`config.mk`:
```
export PLATFORM = sky130hd
export DESIGN_NAME = mcc_monitor_core
export DESIGN_NICKNAME = d
export VERILOG_FILES = /design/src/design/mcc_pkg.sv /design/src/design/mcc_avg_if.sv /design/src/design/mcc_averager.sv /design/src/design/mcc_timer.sv /design/src/design/mcc_monitor_core.sv
export SDC_FILE = /design/constraint.sdc
export NUM_CORES = 1
export LEC_CHECK = 0
export ABC_AREA = 1
export BUFFER_PORTS_ARGS = -buffer_cell sky130_fd_sc_hd__buf_2
export CAP_MARGIN = 20
export CORE_ASPECT_RATIO = 0.9
export CORE_MARGIN = 4
export CORE_UTILIZATION = 35
export CTS_CLUSTER_SIZE = 10
export DETAILED_ROUTE_END_ITERATION = 10
export HOLD_SLACK_MARGIN = 0.05
export SLEW_MARGIN = 0
export SYNTH_ARGS = -nofsm -noshare
export SYNTH_HDL_FRONTEND = slang
export SYNTH_SLANG_ARGS = --single-unit
```
`constraint.sdc`:
```
create_clock -name clock -period 3.97 [get_ports clock]
set_input_delay 0.5955 -clock clock [delete_from_list [all_inputs] [get_ports clock]]
set_output_delay 0.5955 -clock clock [all_outputs]
set_load 0.1 [all_outputs]
```
`src/design/mcc_pkg.sv`:
```
// Constants and types of the conversion control block
// Behaviour
// RULE1 - Config reads never disturb settings or conversion
// RULE2 - Config write halts conversion until transfer ends
// RULE3 - Fresh conversion with new settings after write
// RULE4 - Bit 15 soft reset, then self-clears
// RULE5 - Bits 14..12 enable channels one to three
// RULE6 - Bits 11..9 pick averaging 1 to 1024
// RULE7 - Bits 8..6 pick rail conversion time
// RULE8 - Bits 5..3 pick drop conversion time
// RULE9 - Bits 2..0 pick power-down, single or continuous
// RULE10 - Config at address zero, resets to 7127h
// RULE11 - Address one holds averaged channel-one drop
// RULE12 - Negative results twos complement, sign in 15
// RULE13 - Drop step 40 uV, full scale 7FF8h
// RULE14 - Data in bits 14..3, 2..0 read zero
// RULE15 - Address two holds channel-one rail, 8 mV step
// RULE16 - Result registers read-only, reset to zero
// RULE17 - Each register moves as two bytes
// RULE18 - Mode 011 single-shot drop and rail
// RULE19 - Single-shot converts once then waits for write
package mcc_pkg;
  localparam logic [7:0] ADDR_CFG = 8'h00;
  localparam logic [7:0] ADDR_DROP = 8'h01;
  localparam logic [7:0] ADDR_RAIL = 8'h02;
  localparam logic [15:0] CFG_RESET = 16'h7127;
  localparam logic [15:0] RESULT_RESET = 16'h0000;
  localparam int SOFT_RST_BIT = 15;
  localparam int CH_ONE_BIT = 14;
  localparam int CH_TWO_BIT = 13;
  localparam int CH_THREE_BIT = 12;
  localparam int AVG_LSB = 9;
  localparam int RAIL_CT_LSB = 6;
  localparam int DROP_CT_LSB = 3;
  localparam int OP_LSB = 0;
  localparam int OP_DROP_BIT = 0;
  localparam int OP_RAIL_BIT = 1;
  localparam int OP_CONT_BIT = 2;
  localparam int RES_LSB = 3;
  localparam int SMP_W = 13;
  localparam int ACC_W = 23;
  localparam int CNT_W = 21;
  localparam int CLK_PERIOD_NS = 5;
  localparam int unsigned CONV_TIME_NS [8] = '{140000, 204000, 332000, 588000,
    1100000, 2116000, 4156000, 8244000};
  localparam int unsigned CONV_CYC [8] = '{
    CONV_TIME_NS[0] / CLK_PERIOD_NS, CONV_TIME_NS[1] / CLK_PERIOD_NS,
    CONV_TIME_NS[2] / CLK_PERIOD_NS, CONV_TIME_NS[3] / CLK_PERIOD_NS,
    CONV_TIME_NS[4] / CLK_PERIOD_NS, CONV_TIME_NS[5] / CLK_PERIOD_NS,
    CONV_TIME_NS[6] / CLK_PERIOD_NS, CONV_TIME_NS[7] / CLK_PERIOD_NS};
  // log2 of 1, 4, 16, 64, 128, 256, 512, 1024
  localparam logic [3:0] AVG_SHIFT [8] = '{4'h0, 4'h2, 4'h4, 4'h6,
    4'h7, 4'h8, 4'h9, 4'ha};
  typedef enum logic [2:0] {
    ST_IDLE = 3'b001,
    ST_HALT = 3'b010,
    ST_RUN = 3'b100
  } mcc_state_t;
endpackage

```
`src/design/mcc_avg_if.sv`:
```
// Link between sequencer and sample averager
`timescale 1ns/1ps
interface mcc_avg_if;
  import mcc_pkg::*;
  logic clear;
  logic add;
  logic signed [SMP_W-1:0] sample;
  logic [3:0] shift;
  logic signed [SMP_W-1:0] mean;
  modport ctrl (output clear, output add, output sample, output shift, input mean);
  modport avg (input clear, input add, input sample, input shift, output mean);
endinterface

```
`src/design/mcc_averager.sv`:
```
// Signed sample accumulator with power-of-two mean
`timescale 1ns/1ps
module mcc_averager
  import mcc_pkg::*;
(
  // Clock and reset
  input wire logic clock,
  input wire logic rst,
  // Sequencer side
  mcc_avg_if.avg av
);
  logic signed [ACC_W-1:0] acc_reg;
  logic signed [ACC_W-1:0] acc_next;
  logic signed [ACC_W-1:0] sum;

  // Mean includes the sample being added, so the last add yields it
  always_comb begin
    sum = acc_reg + ACC_W'(av.sample);
    acc_next = acc_reg;
    if (av.clear) begin
      acc_next = '0;
    end else if (av.add) begin
      acc_next = sum;
    end
  end

  assign av.mean = SMP_W'(sum >>> av.shift); // RULE6

  always_ff @(posedge clock or posedge rst) begin
    if (rst) begin
      acc_reg <= '0;
    end else begin
      acc_reg <= acc_next;
    end
  end
endmodule

```
`src/design/mcc_timer.sv`:
```
// Conversion time counter
`timescale 1ns/1ps
module mcc_timer
  import mcc_pkg::*;
(
  // Clock and reset
  input wire logic clock,
  input wire logic rst,
  // Control
  input wire logic start,
  input wire logic abort,
  input wire logic [CNT_W-1:0] load,
  // Status
  output logic done
);
  logic busy_reg;
  logic busy_next;
  logic [CNT_W-1:0] cnt_reg;
  logic [CNT_W-1:0] cnt_next;

  assign done = busy_reg && (cnt_reg == CNT_W'(1));

  always_comb begin
    busy_next = busy_reg;
    cnt_next = cnt_reg;
    if (abort) begin
      busy_next = 1'b0;
    end else if (start) begin
      busy_next = 1'b1;
      cnt_next = load;
    end else if (done) begin
      busy_next = 1'b0;
    end else if (busy_reg) begin
      cnt_next = cnt_reg - CNT_W'(1);
    end
  end

  always_ff @(posedge clock or posedge rst) begin
    if (rst) begin
      busy_reg <= 1'b0;
      cnt_reg <= '0;
    end else begin
      busy_reg <= busy_next;
      cnt_reg <= cnt_next;
    end
  end
endmodule

```
`src/design/mcc_monitor_core.sv`:
```
// Configuration, sequencing and channel-one result registers
`timescale 1ns/1ps
module mcc_monitor_core
  import mcc_pkg::*;
#(
  parameter int unsigned CONV_CYC_P [8] = CONV_CYC
) (
  // Clock and reset
  input wire logic clock,
  input wire logic rst,
  // Register byte port behind the serial bus
  input wire logic ptr_load,
  input wire logic [7:0] ptr_value,
  input wire logic byte_wr,
  input wire logic [7:0] byte_wdata,
  input wire logic byte_rd,
  input wire logic xfer_end,
  output logic [7:0] rd_byte,
  output logic rd_valid,
  // Converter side
  input wire logic [SMP_W-1:0] sample_code,
  output logic meas_active,
  output logic [1:0] meas_chan,
  output logic meas_rail
);
  mcc_state_t state_reg;
  mcc_state_t state_next;
  logic [15:0] cfg_reg;
  logic [15:0] cfg_next;
  logic [15:0] drop_res_reg;
  logic [15:0] drop_res_next;
  logic [15:0] rail_res_reg;
  logic [15:0] rail_res_next;
  logic [7:0] ptr_reg;
  logic [7:0] ptr_next;
  logic wr_phase_reg;
  logic wr_phase_next;
  logic [7:0] wr_hi_reg;
  logic [7:0] wr_hi_next;
  logic byte_sel_reg;
  logic byte_sel_next;
  logic [7:0] rd_byte_reg;
  logic [7:0] rd_byte_next;
  logic rd_valid_reg;
  logic rd_valid_next;
  logic restart_reg;
  logic restart_next;
  logic [2:0] slot_reg;
  logic [2:0] slot_next;
  logic [10:0] smp_cnt_reg;
  logic [10:0] smp_cnt_next;
  logic meas_active_reg;
  logic [1:0] meas_chan_reg;
  logic meas_rail_reg;

  logic cfg_touch;
  logic commit;
  logic [15:0] wword;
  logic [15:0] rd_word;
  logic [5:0] mask;
  logic [3:0] first_pick;
  logic [3:0] next_pick;
  logic last_sample;
  logic [15:0] result;
  logic t_start;
  logic t_abort;
  logic t_done;
  logic [2:0] ct_code;
  logic [CNT_W-1:0] t_load;

  mcc_avg_if avg_bus ();

  // Next enabled slot after cur; bit 3 set when the search wrapped
  function automatic logic [3:0] pick_slot(input logic [2:0] cur, input logic [5:0] m);
    logic [3:0] r;
    r = 4'h8;
    for (int i = 5; i >= 0; i--) begin
      if (m[i] && (3'(i) > cur)) begin
        r = {1'b0, 3'(i)};
      end
    end
    if (r[3]) begin
      for (int i = 5; i >= 0; i--) begin
        if (m[i]) begin
          r = {1'b1, 3'(i)};
        end
      end
    end
    return r;
  endfunction

  // Slot = channel * 2 + kind, kind 0 drop and 1 rail
  always_comb begin
    for (int c = 0; c < 3; c++) begin
      mask[2*c] = cfg_reg[CH_ONE_BIT-c] && cfg_reg[OP_LSB+OP_DROP_BIT]; // RULE5 RULE18
      mask[2*c+1] = cfg_reg[CH_ONE_BIT-c] && cfg_reg[OP_LSB+OP_RAIL_BIT]; // RULE9
    end
  end

  assign first_pick = pick_slot(3'h7, mask);
  assign next_pick = pick_slot(slot_reg, mask);
  assign cfg_touch = byte_wr && (ptr_reg == ADDR_CFG);
  assign commit = cfg_touch && wr_phase_reg;
  assign wword = {wr_hi_reg, byte_wdata};
  assign last_sample = smp_cnt_reg ==
    ((11'h1 << AVG_SHIFT[cfg_reg[AVG_LSB+:3]]) - 11'h1); // RULE6
  // Sign extends naturally: data sits above three zero bits
  assign result = {avg_bus.mean, 3'h0}; // RULE12 RULE13 RULE14 RULE15

  // Next slot decides which time field times it
  always_comb begin
    ct_code = slot_next[0] ? cfg_reg[RAIL_CT_LSB+:3] : cfg_reg[DROP_CT_LSB+:3]; // RULE7 RULE8
    t_load = CNT_W'(CONV_CYC_P[ct_code]);
  end

  // Register byte port, high byte first
  always_comb begin
    ptr_next = ptr_reg;
    wr_phase_next = wr_phase_reg;
    wr_hi_next = wr_hi_reg;
    byte_sel_next = byte_sel_reg;
    rd_valid_next = 1'b0;
    rd_byte_next = rd_byte_reg;
    unique case (ptr_reg)
      ADDR_CFG: rd_word = cfg_reg; // RULE10
      ADDR_DROP: rd_word = drop_res_reg; // RULE11
      ADDR_RAIL: rd_word = rail_res_reg; // RULE15
      default: rd_word = 16'h0000;
    endcase
    if (ptr_load) begin
      ptr_next = ptr_value;
      wr_phase_next = 1'b0;
      byte_sel_next = 1'b0;
    end else if (byte_wr) begin
      wr_phase_next = !wr_phase_reg; // RULE17
      wr_hi_next = byte_wdata;
    end else if (byte_rd) begin // RULE1
      rd_valid_next = 1'b1;
      rd_byte_next = byte_sel_reg ? rd_word[7:0] : rd_word[15:8]; // RULE17
      byte_sel_next = !byte_sel_reg;
    end
    // A lone first byte is dropped at the end of the transfer
    if (xfer_end) begin
      wr_phase_next = 1'b0;
      byte_sel_next = 1'b0;
    end
  end

  // Sequencer, configuration and result storage
  always_comb begin
    state_next = state_reg;
    cfg_next = cfg_reg;
    drop_res_next = drop_res_reg;
    rail_res_next = rail_res_reg;
    restart_next = restart_reg;
    slot_next = slot_reg;
    smp_cnt_next = smp_cnt_reg;
    t_start = 1'b0;
    t_abort = 1'b0;
    avg_bus.clear = 1'b0;
    avg_bus.add = 1'b0;
    unique case (state_reg)
      ST_IDLE: begin
        if (restart_reg) begin
          restart_next = 1'b0;
          if (mask != 6'h00) begin
            state_next = ST_RUN; // RULE3
            slot_next = first_pick[2:0];
            smp_cnt_next = '0;
            avg_bus.clear = 1'b1;
            t_start = 1'b1;
          end
        end
      end
      ST_HALT: begin
        if (xfer_end) begin
          state_next = ST_IDLE; // RULE2
          restart_next = 1'b1; // RULE3
        end
      end
      ST_RUN: begin
        if (t_done) begin
          avg_bus.add = 1'b1;
          smp_cnt_next = smp_cnt_reg + 11'h1;
          t_start = 1'b1;
          if (last_sample) begin
            smp_cnt_next = '0;
            avg_bus.clear = 1'b1;
            if (slot_reg == 3'h0) begin
              drop_res_next = result; // RULE11
            end
            if (slot_reg == 3'h1) begin
              rail_res_next = result; // RULE15
            end
            slot_next = next_pick[2:0];
            if (next_pick[3] && !cfg_reg[OP_LSB+OP_CONT_BIT]) begin
              state_next = ST_IDLE; // RULE19
              t_start = 1'b0;
            end
          end
        end
      end
    endcase
    // Reads take no part here, so they never disturb a conversion
    if (cfg_touch) begin
      state_next = ST_HALT; // RULE2
      restart_next = 1'b0;
      t_start = 1'b0;
      t_abort = 1'b1;
      avg_bus.add = 1'b0;
    end
    if (commit) begin
      cfg_next = wword;
      cfg_next[SOFT_RST_BIT] = 1'b0; // RULE4
      if (wword[SOFT_RST_BIT]) begin
        cfg_next = CFG_RESET; // RULE4
        drop_res_next = RESULT_RESET; // RULE16
        rail_res_next = RESULT_RESET;
      end
    end
  end

  assign avg_bus.sample = sample_code;
  assign avg_bus.shift = AVG_SHIFT[cfg_reg[AVG_LSB+:3]]; // RULE6

  mcc_averager u_avg (
    .clock(clock),
    .rst(rst),
    .av(avg_bus.avg)
  );

  mcc_timer u_timer (
    .clock(clock),
    .rst(rst),
    .start(t_start),
    .abort(t_abort),
    .load(t_load),
    .done(t_done)
  );

  always_ff @(posedge clock or posedge rst) begin
    if (rst) begin
      state_reg <= ST_IDLE;
      cfg_reg <= CFG_RESET; // RULE10
      drop_res_reg <= RESULT_RESET; // RULE16
      rail_res_reg <= RESULT_RESET;
      restart_reg <= 1'b1;
      slot_reg <= 3'h0;
      smp_cnt_reg <= '0;
      ptr_reg <= ADDR_CFG;
      wr_phase_reg <= 1'b0;
      wr_hi_reg <= 8'h00;
      byte_sel_reg <= 1'b0;
      rd_byte_reg <= 8'h00;
      rd_valid_reg <= 1'b0;
      meas_active_reg <= 1'b0;
      meas_chan_reg <= 2'h0;
      meas_rail_reg <= 1'b0;
    end else begin
      state_reg <= state_next;
      cfg_reg <= cfg_next;
      drop_res_reg <= drop_res_next;
      rail_res_reg <= rail_res_next;
      restart_reg <= restart_next;
      slot_reg <= slot_next;
      smp_cnt_reg <= smp_cnt_next;
      ptr_reg <= ptr_next;
      wr_phase_reg <= wr_phase_next;
      wr_hi_reg <= wr_hi_next;
      byte_sel_reg <= byte_sel_next;
      rd_byte_reg <= rd_byte_next;
      rd_valid_reg <= rd_valid_next;
      meas_active_reg <= state_next == ST_RUN;
      meas_chan_reg <= slot_next[2:1];
      meas_rail_reg <= slot_next[0];
    end
  end

  assign rd_byte = rd_byte_reg;
  assign rd_valid = rd_valid_reg;
  assign meas_active = meas_active_reg;
  assign meas_chan = meas_chan_reg;
  assign meas_rail = meas_rail_reg;
endmodule

```
; ---- Word level (Yosys, flattened, before mapping)
; Memory sizes are Yosys's and may differ from the RTL's.
; Cells that the tools add are included.
[word_totals]
out_inout_bits = 13
mem_bits_ro = 288
word_cells = 182
inputBits = 35
n_memories = 2
register_bits = 142
[op_classes]
shift = 2
muxes = 92
n_lt_le_gt_ge = 8
bitwise = 5
reduce_logical = 35
addsub = 4
eq_ne = 15
[memory_table]
columns = memory, words, word_bits, rd, rd_ports_with_merged_regs, write_ports, line_no
row1 = (no name shown), 8, 32, 1, 0, 0, mcc_monitor_core.sv:113  ; t_load = CNT_W'(CONV_CYC_P[ct_code]);
row2 = (no name shown), 8, 4, 1, 0, 0, mcc_monitor_core.sv:224  ; assign avg_bus.shift = AVG_SHIFT[cfg_reg[AVG_LSB+:3]];
[ops]
columns = operator, n
row1 = two-way mux 16 bit, 12
row2 = two-way mux 21 bit, 5
row3 = two-way mux 3 bit, 19
row4 = two-way mux 4 bit, 14
row5 = one-hot mux 16 bit (3 select lines), 1
row6 = two-way mux 23 bit, 2
row7 = two-way mux 11 bit, 4
row8 = two-way mux 1 bit, 27
row9 = adder 23 x 13 -> 23 bit, 1
row10 = >>> shifter 23 x 4 -> 13 bit, 1
row11 = one-hot mux 11 bit (2 select lines), 1
row12 = equality test 21 x 1 -> 1 bit (second input constant), 1
row13 = subtractor 21 x 1 -> 21 bit (second input constant), 1
row14 = logical AND 1 bit, 16
row15 = two-way mux 15 bit, 1
row16 = nonzero test 3 bit, 4
row17 = adder 11 x 1 -> 11 bit (second input constant), 1
row18 = equality test 11 bit, 1
row19 = left shift 1 x 4 -> 11 bit (first input constant), 1
row20 = subtractor 11 x 1 -> 11 bit (second input constant), 1
row21 = one-hot mux 3 bit (3 select lines), 1
row22 = equality test 8 x 1 -> 1 bit (second input constant), 1
row23 = equality test 8 x 2 -> 1 bit (second input constant), 1
row24 = >= comparator 4 bit (second input constant), 2
row25 = 22 further kinds, 42

; ---- Logic depth before layout (Yosys ltp)
; Gate-level depths: netlist of run 1.
[logic_depth]
word_depth = 24
mapped_depth = 26
mapped_depth_nobuf = 26

; ---- Hierarchy
; A second synthesis of run 1 with hierarchy kept.
[hier_totals]
hier_cells = 1598
area_unflattened_um2 = 10900.5
[modules_own_cells]
columns = module, area_per_inst_um2, seq_area_each_um2, cells_per_inst, instances
row1 = mcc_monitor_core, 5464.0, 2339.7, 701, 1
row2 = mcc_averager, 3663.5, 575.6, 632, 1
row3 = mcc_timer, 1773.0, 550.5, 265, 1

; ---- Worst setup path before layout of run 1
; No wires, ideal clock.
[synth_timing]
path_kind = register -> register
startpoint = register (tool-made name)
endpoint = register u_timer.cnt_reg[10]
setup_ns = 0.116
path_stages_with_launch = 21
synth_period_minus_slack_ns = 3.045
required_time_ns = 3.854
slack_ns = 0.925
n_path_buf = 0
arrival_ns = 2.928
cell_sequence = dfrtp_1 > o21ai_0 > nand2_1 > nand4_1 > nor2_1 > nand2_1 > nand2_1 > nand4_1 > nand2_2 > nand2_4 > nand2_4 > nand2_1 > nand2_1 > inv_1 > ha_1 > inv_1 > nand2_1 > nand2_1 > nand2_1 > nand2_1 > nand2_1
[synth_rtl]
columns = element, line_no
row1 = end signal: assignment, mcc_timer.sv:44  ; cnt_reg <= cnt_next;
row2 = end: declaration, mcc_timer.sv:18  ; logic [CNT_W-1:0] cnt_reg;

; ---- Final worst setup path of run 1
[layout_timing]
startpoint = register cfg_reg[11]
endpoint = register u_timer.cnt_reg[10]
[layout_between]
elab_chain_len = 16
elab_cells_between_ends = 23
cone_classes = add/sub (1) / eq/ne (2) / shift (1) / mux (13) / bitwise (2) / reduce/logical (2) / memory (2)
[layout_rtl]
columns = element, line_no
row1 = start: declaration, mcc_monitor_core.sv:28  ; logic [15:0] cfg_reg;
row2 = start signal: assignment, mcc_monitor_core.sv:261  ; cfg_reg <= cfg_next;
row3 = inverter 3 -> 4 bit (not written as such) *, mcc_monitor_core.sv:106  ; ((11'h1 << AVG_SHIFT[cfg_reg[AVG_LSB+:3]]) - 11'h1);
row4 = memory (8 x 4 bit) *, -
row5 = two-way mux 4 bit * (2 in a row), -
row6 = left shift 1 x 4 -> 11 bit *, mcc_monitor_core.sv:106
row7 = subtractor 11 x 1 -> 11 bit *, mcc_monitor_core.sv:106
row8 = equality test 11 bit *, mcc_monitor_core.sv:105  ; assign last_sample = smp_cnt_reg ==
row9 = two-way mux 3 bit, mcc_monitor_core.sv:186  ; if (last_sample) begin
row10 = two-way mux 3 bit, mcc_monitor_core.sv:182  ; if (t_done) begin
row11 = one-hot mux 3 bit (2 select lines), mcc_monitor_core.sv:162  ; unique case (state_reg)
row12 = two-way mux 3 bit, mcc_monitor_core.sv:112  ; ct_code = slot_next[0] ? cfg_reg[RAIL_CT_LSB+:3] : cfg_reg[DROP_CT_LSB+:3];
row13 = inverter 3 -> 4 bit (not written as such), mcc_monitor_core.sv:113
row14 = memory (8 x 32 bit), -
row15 = two-way mux 21 bit (not written as such) (2 in a row), mcc_monitor_core.sv:113
row16 = two-way mux 21 bit, mcc_timer.sv:28  ; end else if (start) begin
; Mark *: on every way between the ends. The rest lies on a longest branch, timed or not. The select of a mux whose other input is x is not followed.
; A chain may end at the register's enable or synchronous reset.

==> results of run 1 <==
-- kinds of logic (layout without fill, tap and decap cells) --
kind of cell | count (synthesis) | after routing | share of synthesized area [%]
compound gates | 264 | 264 | 16.01
xor+xnor | 27 | 27 | 2.518
fa+ha+maj | 35 | 35 | 4.742
buf+inv | 199 | 252 | 8.325
flops | 138 | 138 | 36.90
mux | 7 | 7 | 0.8393
other cells | 1 | 1 | 0.03992
simple gates | 650 | 650 | 30.62
-- cell type report --
class | instances | area (um2)
repair buffers | 59 | 337.8
flip-flops and latches | 138 | 3466
clock buffers | 17 | 425.4
inverters | 161 | 611.8
fillers | 2721 | 15670
well taps | 348 | 435.4
clock inverters | 15 | 178.9
multi-input cells | 984 | 5147
-- cells in the final DEF, fill, tap and decap left out, drive strengths merged, types with 24 or more instances in the layout --
cell / n
ha: 34
nor2: 96
dfrtp: 128
nand2: 342
inv: 161
buf: 59
o21ai: 134
nor3: 24
a21oi: 72
nand3: 157
-- worst max-delay path by stage --
| stage | end | slack (ns) | cells after the start |
|---|---|---|---|
| 2_1_floorplan | u_timer.cnt_reg[10]$_DFFE_PP0P_ | 0.93 | 20 |
| 4_1_cts | u_timer.cnt_reg[10]$_DFFE_PP0P_ | 0.36 | 24 |
| 3_5_place_dp | u_timer.cnt_reg[10]$_DFFE_PP0P_ | 0.36 | 24 |
| 5_1_grt | u_timer.cnt_reg[10]$_DFFE_PP0P_ | 0.01 | 24 |
| 6_report | u_timer.cnt_reg[10]$_DFFE_PP0P_ | 0.47 | 25 |
| 3_3_place_gp | u_timer.cnt_reg[10]$_DFFE_PP0P_ | 0.50 | 25 |
-- cell usage after synthesis (all sizes together), types with 7 or more instances --
library cell / count
nor3: 24
ha: 34
mux2: 7
dfstp: 10
a21oi: 72
o211ai: 9
o22ai: 10
nor2: 96
o2111ai: 8
nand2: 342
clkbuf: 26
o21ai: 134
inv: 156
dfrtp: 128
nand4: 16
nand3: 157
xor2: 21
buf: 12
-- power breakdown --
| part | internal [mW] | switching (mW) | leakage [nW] | total, mW |
|---|---|---|---|---|
| Clock | 0.849 | 0.773 | 0.287 | 1.62 |
| Combinational | 0.417 | 0.866 | 3.39 | 1.28 |
| Sequential | 1.57 | 0.159 | 1.69 | 1.73 |
| Total | 2.83 | 1.80 | 5.36 | 4.63 |
-- repair_timing --
action                                  4_1_cts  5_1_grt
hold buffers                                  0        0
endpoints found under the setup margin        0        3
gates resized for setup                       0        1
-- through the flow --
stage	area, um2	hold WS [ns]
5_1_grt	10600	0.2092
3_3_place_gp	9996	0.4593
3_5_place_dp	9996	0.4682
4_1_cts	10600	0.1765
2_1_floorplan	9397	0.4517
6_report	10600	0.1722
-- layer usage --
| layer | vias to the layer above | wire [um] | track usage (%) |
|---|---|---|---|
| met1 | 4117 | 12890 | 25.44 |
| met5 | - | 0 | 0 |
| met4 | 0 | 374 | 4.708 |
| met3 | 25 | 1057 | 3.006 |
| li1 | 4500 | - | - |
| met2 | 190 | 11650 | 27.71 |
==> flow_summary.toml, run 1 <==
[clock_network]
tritoncts = "built"
numCtsBuffers = 17
path_clk_slew_ns = 0.08
htreeDepth = 4
numClockSinks = 138
cts-root-buf = "clkbuf_16"
clk_path_buf_depth = 2
post-cts-setup-buffer-count = 0
clkLatencyLatePin_ns = 0.45

[setup_path]
critPathKind = "reg -> reg"
worstSetupEndpointType = "flip-flop"
rrSetupSlack_ns = 0.47
crit_path_max_fanout = 12
crit_path_start = "cfg_reg[11]$_DFFE_PP0P_"
timing.rr.end = "u_timer.cnt_reg[10]$_DFFE_PP0P_"
r2r-start = "cfg_reg[11]$_DFFE_PP0P_"
worstPathRequired_ns = 4.30
crit_buf_inv = 4
cp_common_cell = "nand2_1"
cp.arrival_ns = 3.83
critPathTopFamily = "simple AND/OR/NAND/NOR gates"
ff2ff_path_depth = 25
start_kind = "flip-flop"
crit_slowest_cell = "dfrtp_1"
crit_path_max_incr_delay_ns = 0.57

[timing]
setup_viol = 0
max_clock_freq_ghz = 0.2860
finalHoldViolations = 0
finalWorstSetupSlack_ns = 0.4741
min_period_ns = 3.496
rsz0062_at_grt = "no"
slew_headroom_pct = 47.06
drv_slew = 0
tns_ns = 0
worst_clock_skew_ns = 0.04208
worst_slew_pin_slew_ns = 0.7905
fin_crit_sh_pct = 88.06

[placed_design]
pre_cts_slack_ns = 0.3594
dp.cells = 1690
portBuffers = 47
dp.final_hpwl_mm = 19.16
gp_congestion = 0.9179

[routing]
ant_nets = 0
vias = 8832
viasPerCell = 5.129
drt_iter0_drc = 664
dr.pass1.iters = 5
wire_per_inst_um = 15.09
wl_mm = 25.98
drc_errors = 0

[synthesis]
seq_area_frac_synth_pct = 36.90
syn-cell-area_mm2 = 0.009393
synth_cells = 1321
yosysTopAreaCellShare_pct = 34.10
avgSynthCellArea_um2 = 7.110
yosysWarnings = 0
synth_largest_area_cell = "dfrtp_1"
ys.flop_type = "dfrtp_1"
synthesis.nets = 1391
postSynthRegisterBits = 138
synth-edff-count = 0
synth_area_leaders = "dfrtp_1 (34%), nand2_1 (13%), nand3_1 (8.2%)"
ys_types = 58
async_flop_share_pct = 100.0

[grt]
grt_pass1_vias = 8294
grt_usage_pct = 17.70
grt_pass1_wl_mm = 42.83
grt_max_degree = 121
grt_overflow = 0
grt_antenna_before_repair = 1

[power_and_ir_drop]
power_density_mw_per_mm2 = 436.9
total_power_mw = 4.633
vdd_drop_max_mv = 0.3066
p_leak_nw = 5.363

[final_layout]
diodes = 0
nets = 1431
drive_gt1_share_pct = 11.21
area_growth_pct = 12.88
largest_reg_flops = 23
final_cells = 1722
post-route-util_pct = 40.35

[die]
die_w_um = 180.7
start_util_pct = 35.75
ios = 48
die_area_mm2 = 0.02952
dieHeight_um = 163.4
core_area_mm2 = 0.02628
num_rows = 56

[job]
drv_cap = 0

[outcome]
status = "complete, no violations"

[hold_path]
min-delay-path-class = "in -> async"
Power figures use the tool's default switching activity.
==> run 2: changes to the inputs <==
--- a/config.mk
+++ b/config.mk
@@ -13,6 +13,7 @@
 export CORE_UTILIZATION = 35
 export CTS_CLUSTER_SIZE = 10
 export DETAILED_ROUTE_END_ITERATION = 10
+export GPL_TIMING_DRIVEN = 0
 export HOLD_SLACK_MARGIN = 0.05
 export SLEW_MARGIN = 0
 export SYNTH_ARGS = -nofsm -noshare
==> flow_summary.toml, run 2 (synthesized netlist as in run 1, its figures left out) <==
[clock_network]
path_clk_slew_ns = 0.07
clkLatencyLatePin_ns = 0.43
numCtsBuffers = 17
postCtsResizedCells = 0
cts_hold_buffers = 0
htreeDepth = 4
clk_path_buf_depth = 2
tritoncts = "built"
post-cts-setup-buffer-count = 0
numClockSinks = 138
cts-root-buf = "clkbuf_16"

[grt]
grt_overflow = 0
grt_max_degree = 37
grt.met2_usage_pct = 29.77
grt_use_met3_pct = 2.828
grt_pass1_vias = 8816
grt_antenna_before_repair = 1
grt_pass1_wl_mm = 45.33
grt_use_met1_pct = 26.75
gr-max-usage-layer = "met2"
grt_usage_pct = 18.64

[setup_path]
timing.rr.end = "u_timer.cnt_reg[10]$_DFFE_PP0P_"
critPathKind = "reg -> reg"
r2r-start = "cfg_reg[10]$_DFFE_PP0P_"
ff2ff_path_depth = 26
start_kind = "flip-flop"
worstPathRequired_ns = 4.30
crit_path_max_fanout = 10
worstSetupEndpointType = "flip-flop"
crit_end = "u_timer.cnt_reg[10]$_DFFE_PP0P_"
rrSetupSlack_ns = 0.42
crit_path_start = "cfg_reg[10]$_DFFE_PP0P_"
cp.arrival_ns = 3.87

[power_and_ir_drop]
power_density_mw_per_mm2 = 440.5
vdd_drop_max_mv = 0.3010
p_leak_nw = 5.435

[die]
die_area_mm2 = 0.02952
start_util_pct = 35.75
ios = 48
dieHeight_um = 163.4
core_area_mm2 = 0.02628
num_rows = 56
die_w_um = 180.7

[timing]
drv_slew = 0
worst_clock_skew_ns = 0.01301
max_clock_freq_ghz = 0.2819
setup_viol = 0
min_period_ns = 3.548
tns_ns = 0
holdWs_ns = 0.1393
finalHoldViolations = 0
rsz0062_at_grt = "no"
slew_headroom_pct = 46.65
worst_slew_pin_slew_ns = 0.7965
fin_crit_sh_pct = 89.37
finalWorstSetupSlack_ns = 0.4222

[final_layout]
fillers = 2733
final_design_area_no_fill_mm2 = 0.01077
nets = 1460
area_growth_pct = 14.67
drive_gt1_share_pct = 11.05
largest_reg_flops = 23
regArea_mm2 = 0.003466
final_common_cell = "nand2_1"
final_cell_mix = "nand2_1 (325), nand3_1 (154), inv_1 (147)"
multi_input_area_mm2 = 0.005145

[placed_design]
portBuffers = 46
gp_congestion = 0.9153
placed_cell_area_mm2 = 0.01014
dp.final_hpwl_mm = 20.65
pre_cts_slack_ns = 0.4003

[job]
drv_cap = 0

[routing]
viasPerCell = 5.228
vias = 9160
dr.pass1.iters = 5
drc_errors = 0
wire_per_inst_um = 15.42
ant_nets = 0
drt_iter0_drc = 679
wl_mm = 27.02

[hold_path]
min-delay-path-class = "in -> async"

[outcome]
status = "complete, no violations"
==> run 2: cell types whose count changed in the layout (fill, tap and decap cells not counted), moves of 2 or more <==
cell       before  now
bufinv_16       0    2
buf_6           0    2
inv_6           1    3
clkbuf_1        0   26
buf_2          47   53
clkinv_8        5    2
buf_4          11    2
buf_12          1    4
==> run 2: area by class of cell <==
type / count / share of cell area, %
sequential: 138 / 32.18
tap: 348 / 4.043
antenna: 1 / 0.02323
buffer: 38 / 1.615
timing repair buffer: 50 / 2.881
clock inverter: 15 / 1.859
clock buffer: 17 / 3.950
multi-input combinational: 984 / 47.77
inverter: 161 / 5.681
==> run 2: how the worst min path moves through the flow <==
stage | from | endpoint | slack, ns | cells after the start
after floorplan | u_timer.cnt_reg[1]$_DFFE_PP0P_ | u_timer.cnt_reg[1]$_DFFE_PP0P_ | 0.45 | 2
after global placement | rd_byte[1]$_DFFE_PP0P_ | rd_byte[1]$_DFFE_PP0P_ | 0.46 | 2
after detailed placement | rd_byte[1]$_DFFE_PP0P_ | rd_byte[1]$_DFFE_PP0P_ | 0.46 | 2
after CTS | rst | u_timer.cnt_reg[4]$_DFFE_PP0P_ | 0.14 | 2
after global routing | rst | u_timer.cnt_reg[6]$_DFFE_PP0P_ | 0.15 | 2
final | rst | u_timer.cnt_reg[6]$_DFFE_PP0P_ | 0.14 | 2
==> run 2: stage by stage <==
step           total power [mW]  std cells  util [%]
3_3_place_gp              3.015       1715     38.30
3_5_place_dp              3.043       1719     38.60
4_1_cts                   4.774       1751     40.98
6_report                  4.745       1752     40.99
5_1_grt                   5.051       1751     40.98
2_1_floorplan             2.724       1321         -
==> run 2: layer usage <==
layer	up-vias	share of wire (%)
met5	-	0
met4	0	1.2
met3	23	4.7
met2	227	45
met1	4358	49
li1	4552	-
==> run 2: report_power, final <==
part,total (mW),internal [mW],switching (mW)
registers,1.72,1.57,0.155
clock network,1.72,0.966,0.753
logic,1.30,0.429,0.874
total,4.74,2.96,1.78
==> run 2: worst max-delay path, stage by stage (launching register included) <==
cell and delay [ns]:
dfrtp_1 0.45, inv_2 0.17, ha_1 0.18, inv_1 0.07
nand2_1 0.13, buf_2 0.24, nand3_2 0.14, nand2_1 0.08
nand2_1 0.05, nand2_1 0.09, nand3_1 0.13, nor2_4 0.16
nand3_4 0.16, nand2_1 0.12, nand2_2 0.06, nand2_4 0.09
nand2_4 0.08, nand2_1 0.07, nand2_1 0.14, inv_1 0.16
ha_1 0.24, inv_1 0.05, nand2_1 0.06, nand2_1 0.13
nand2_1 0.10, nand2_1 0.07, nand2_1 0.04
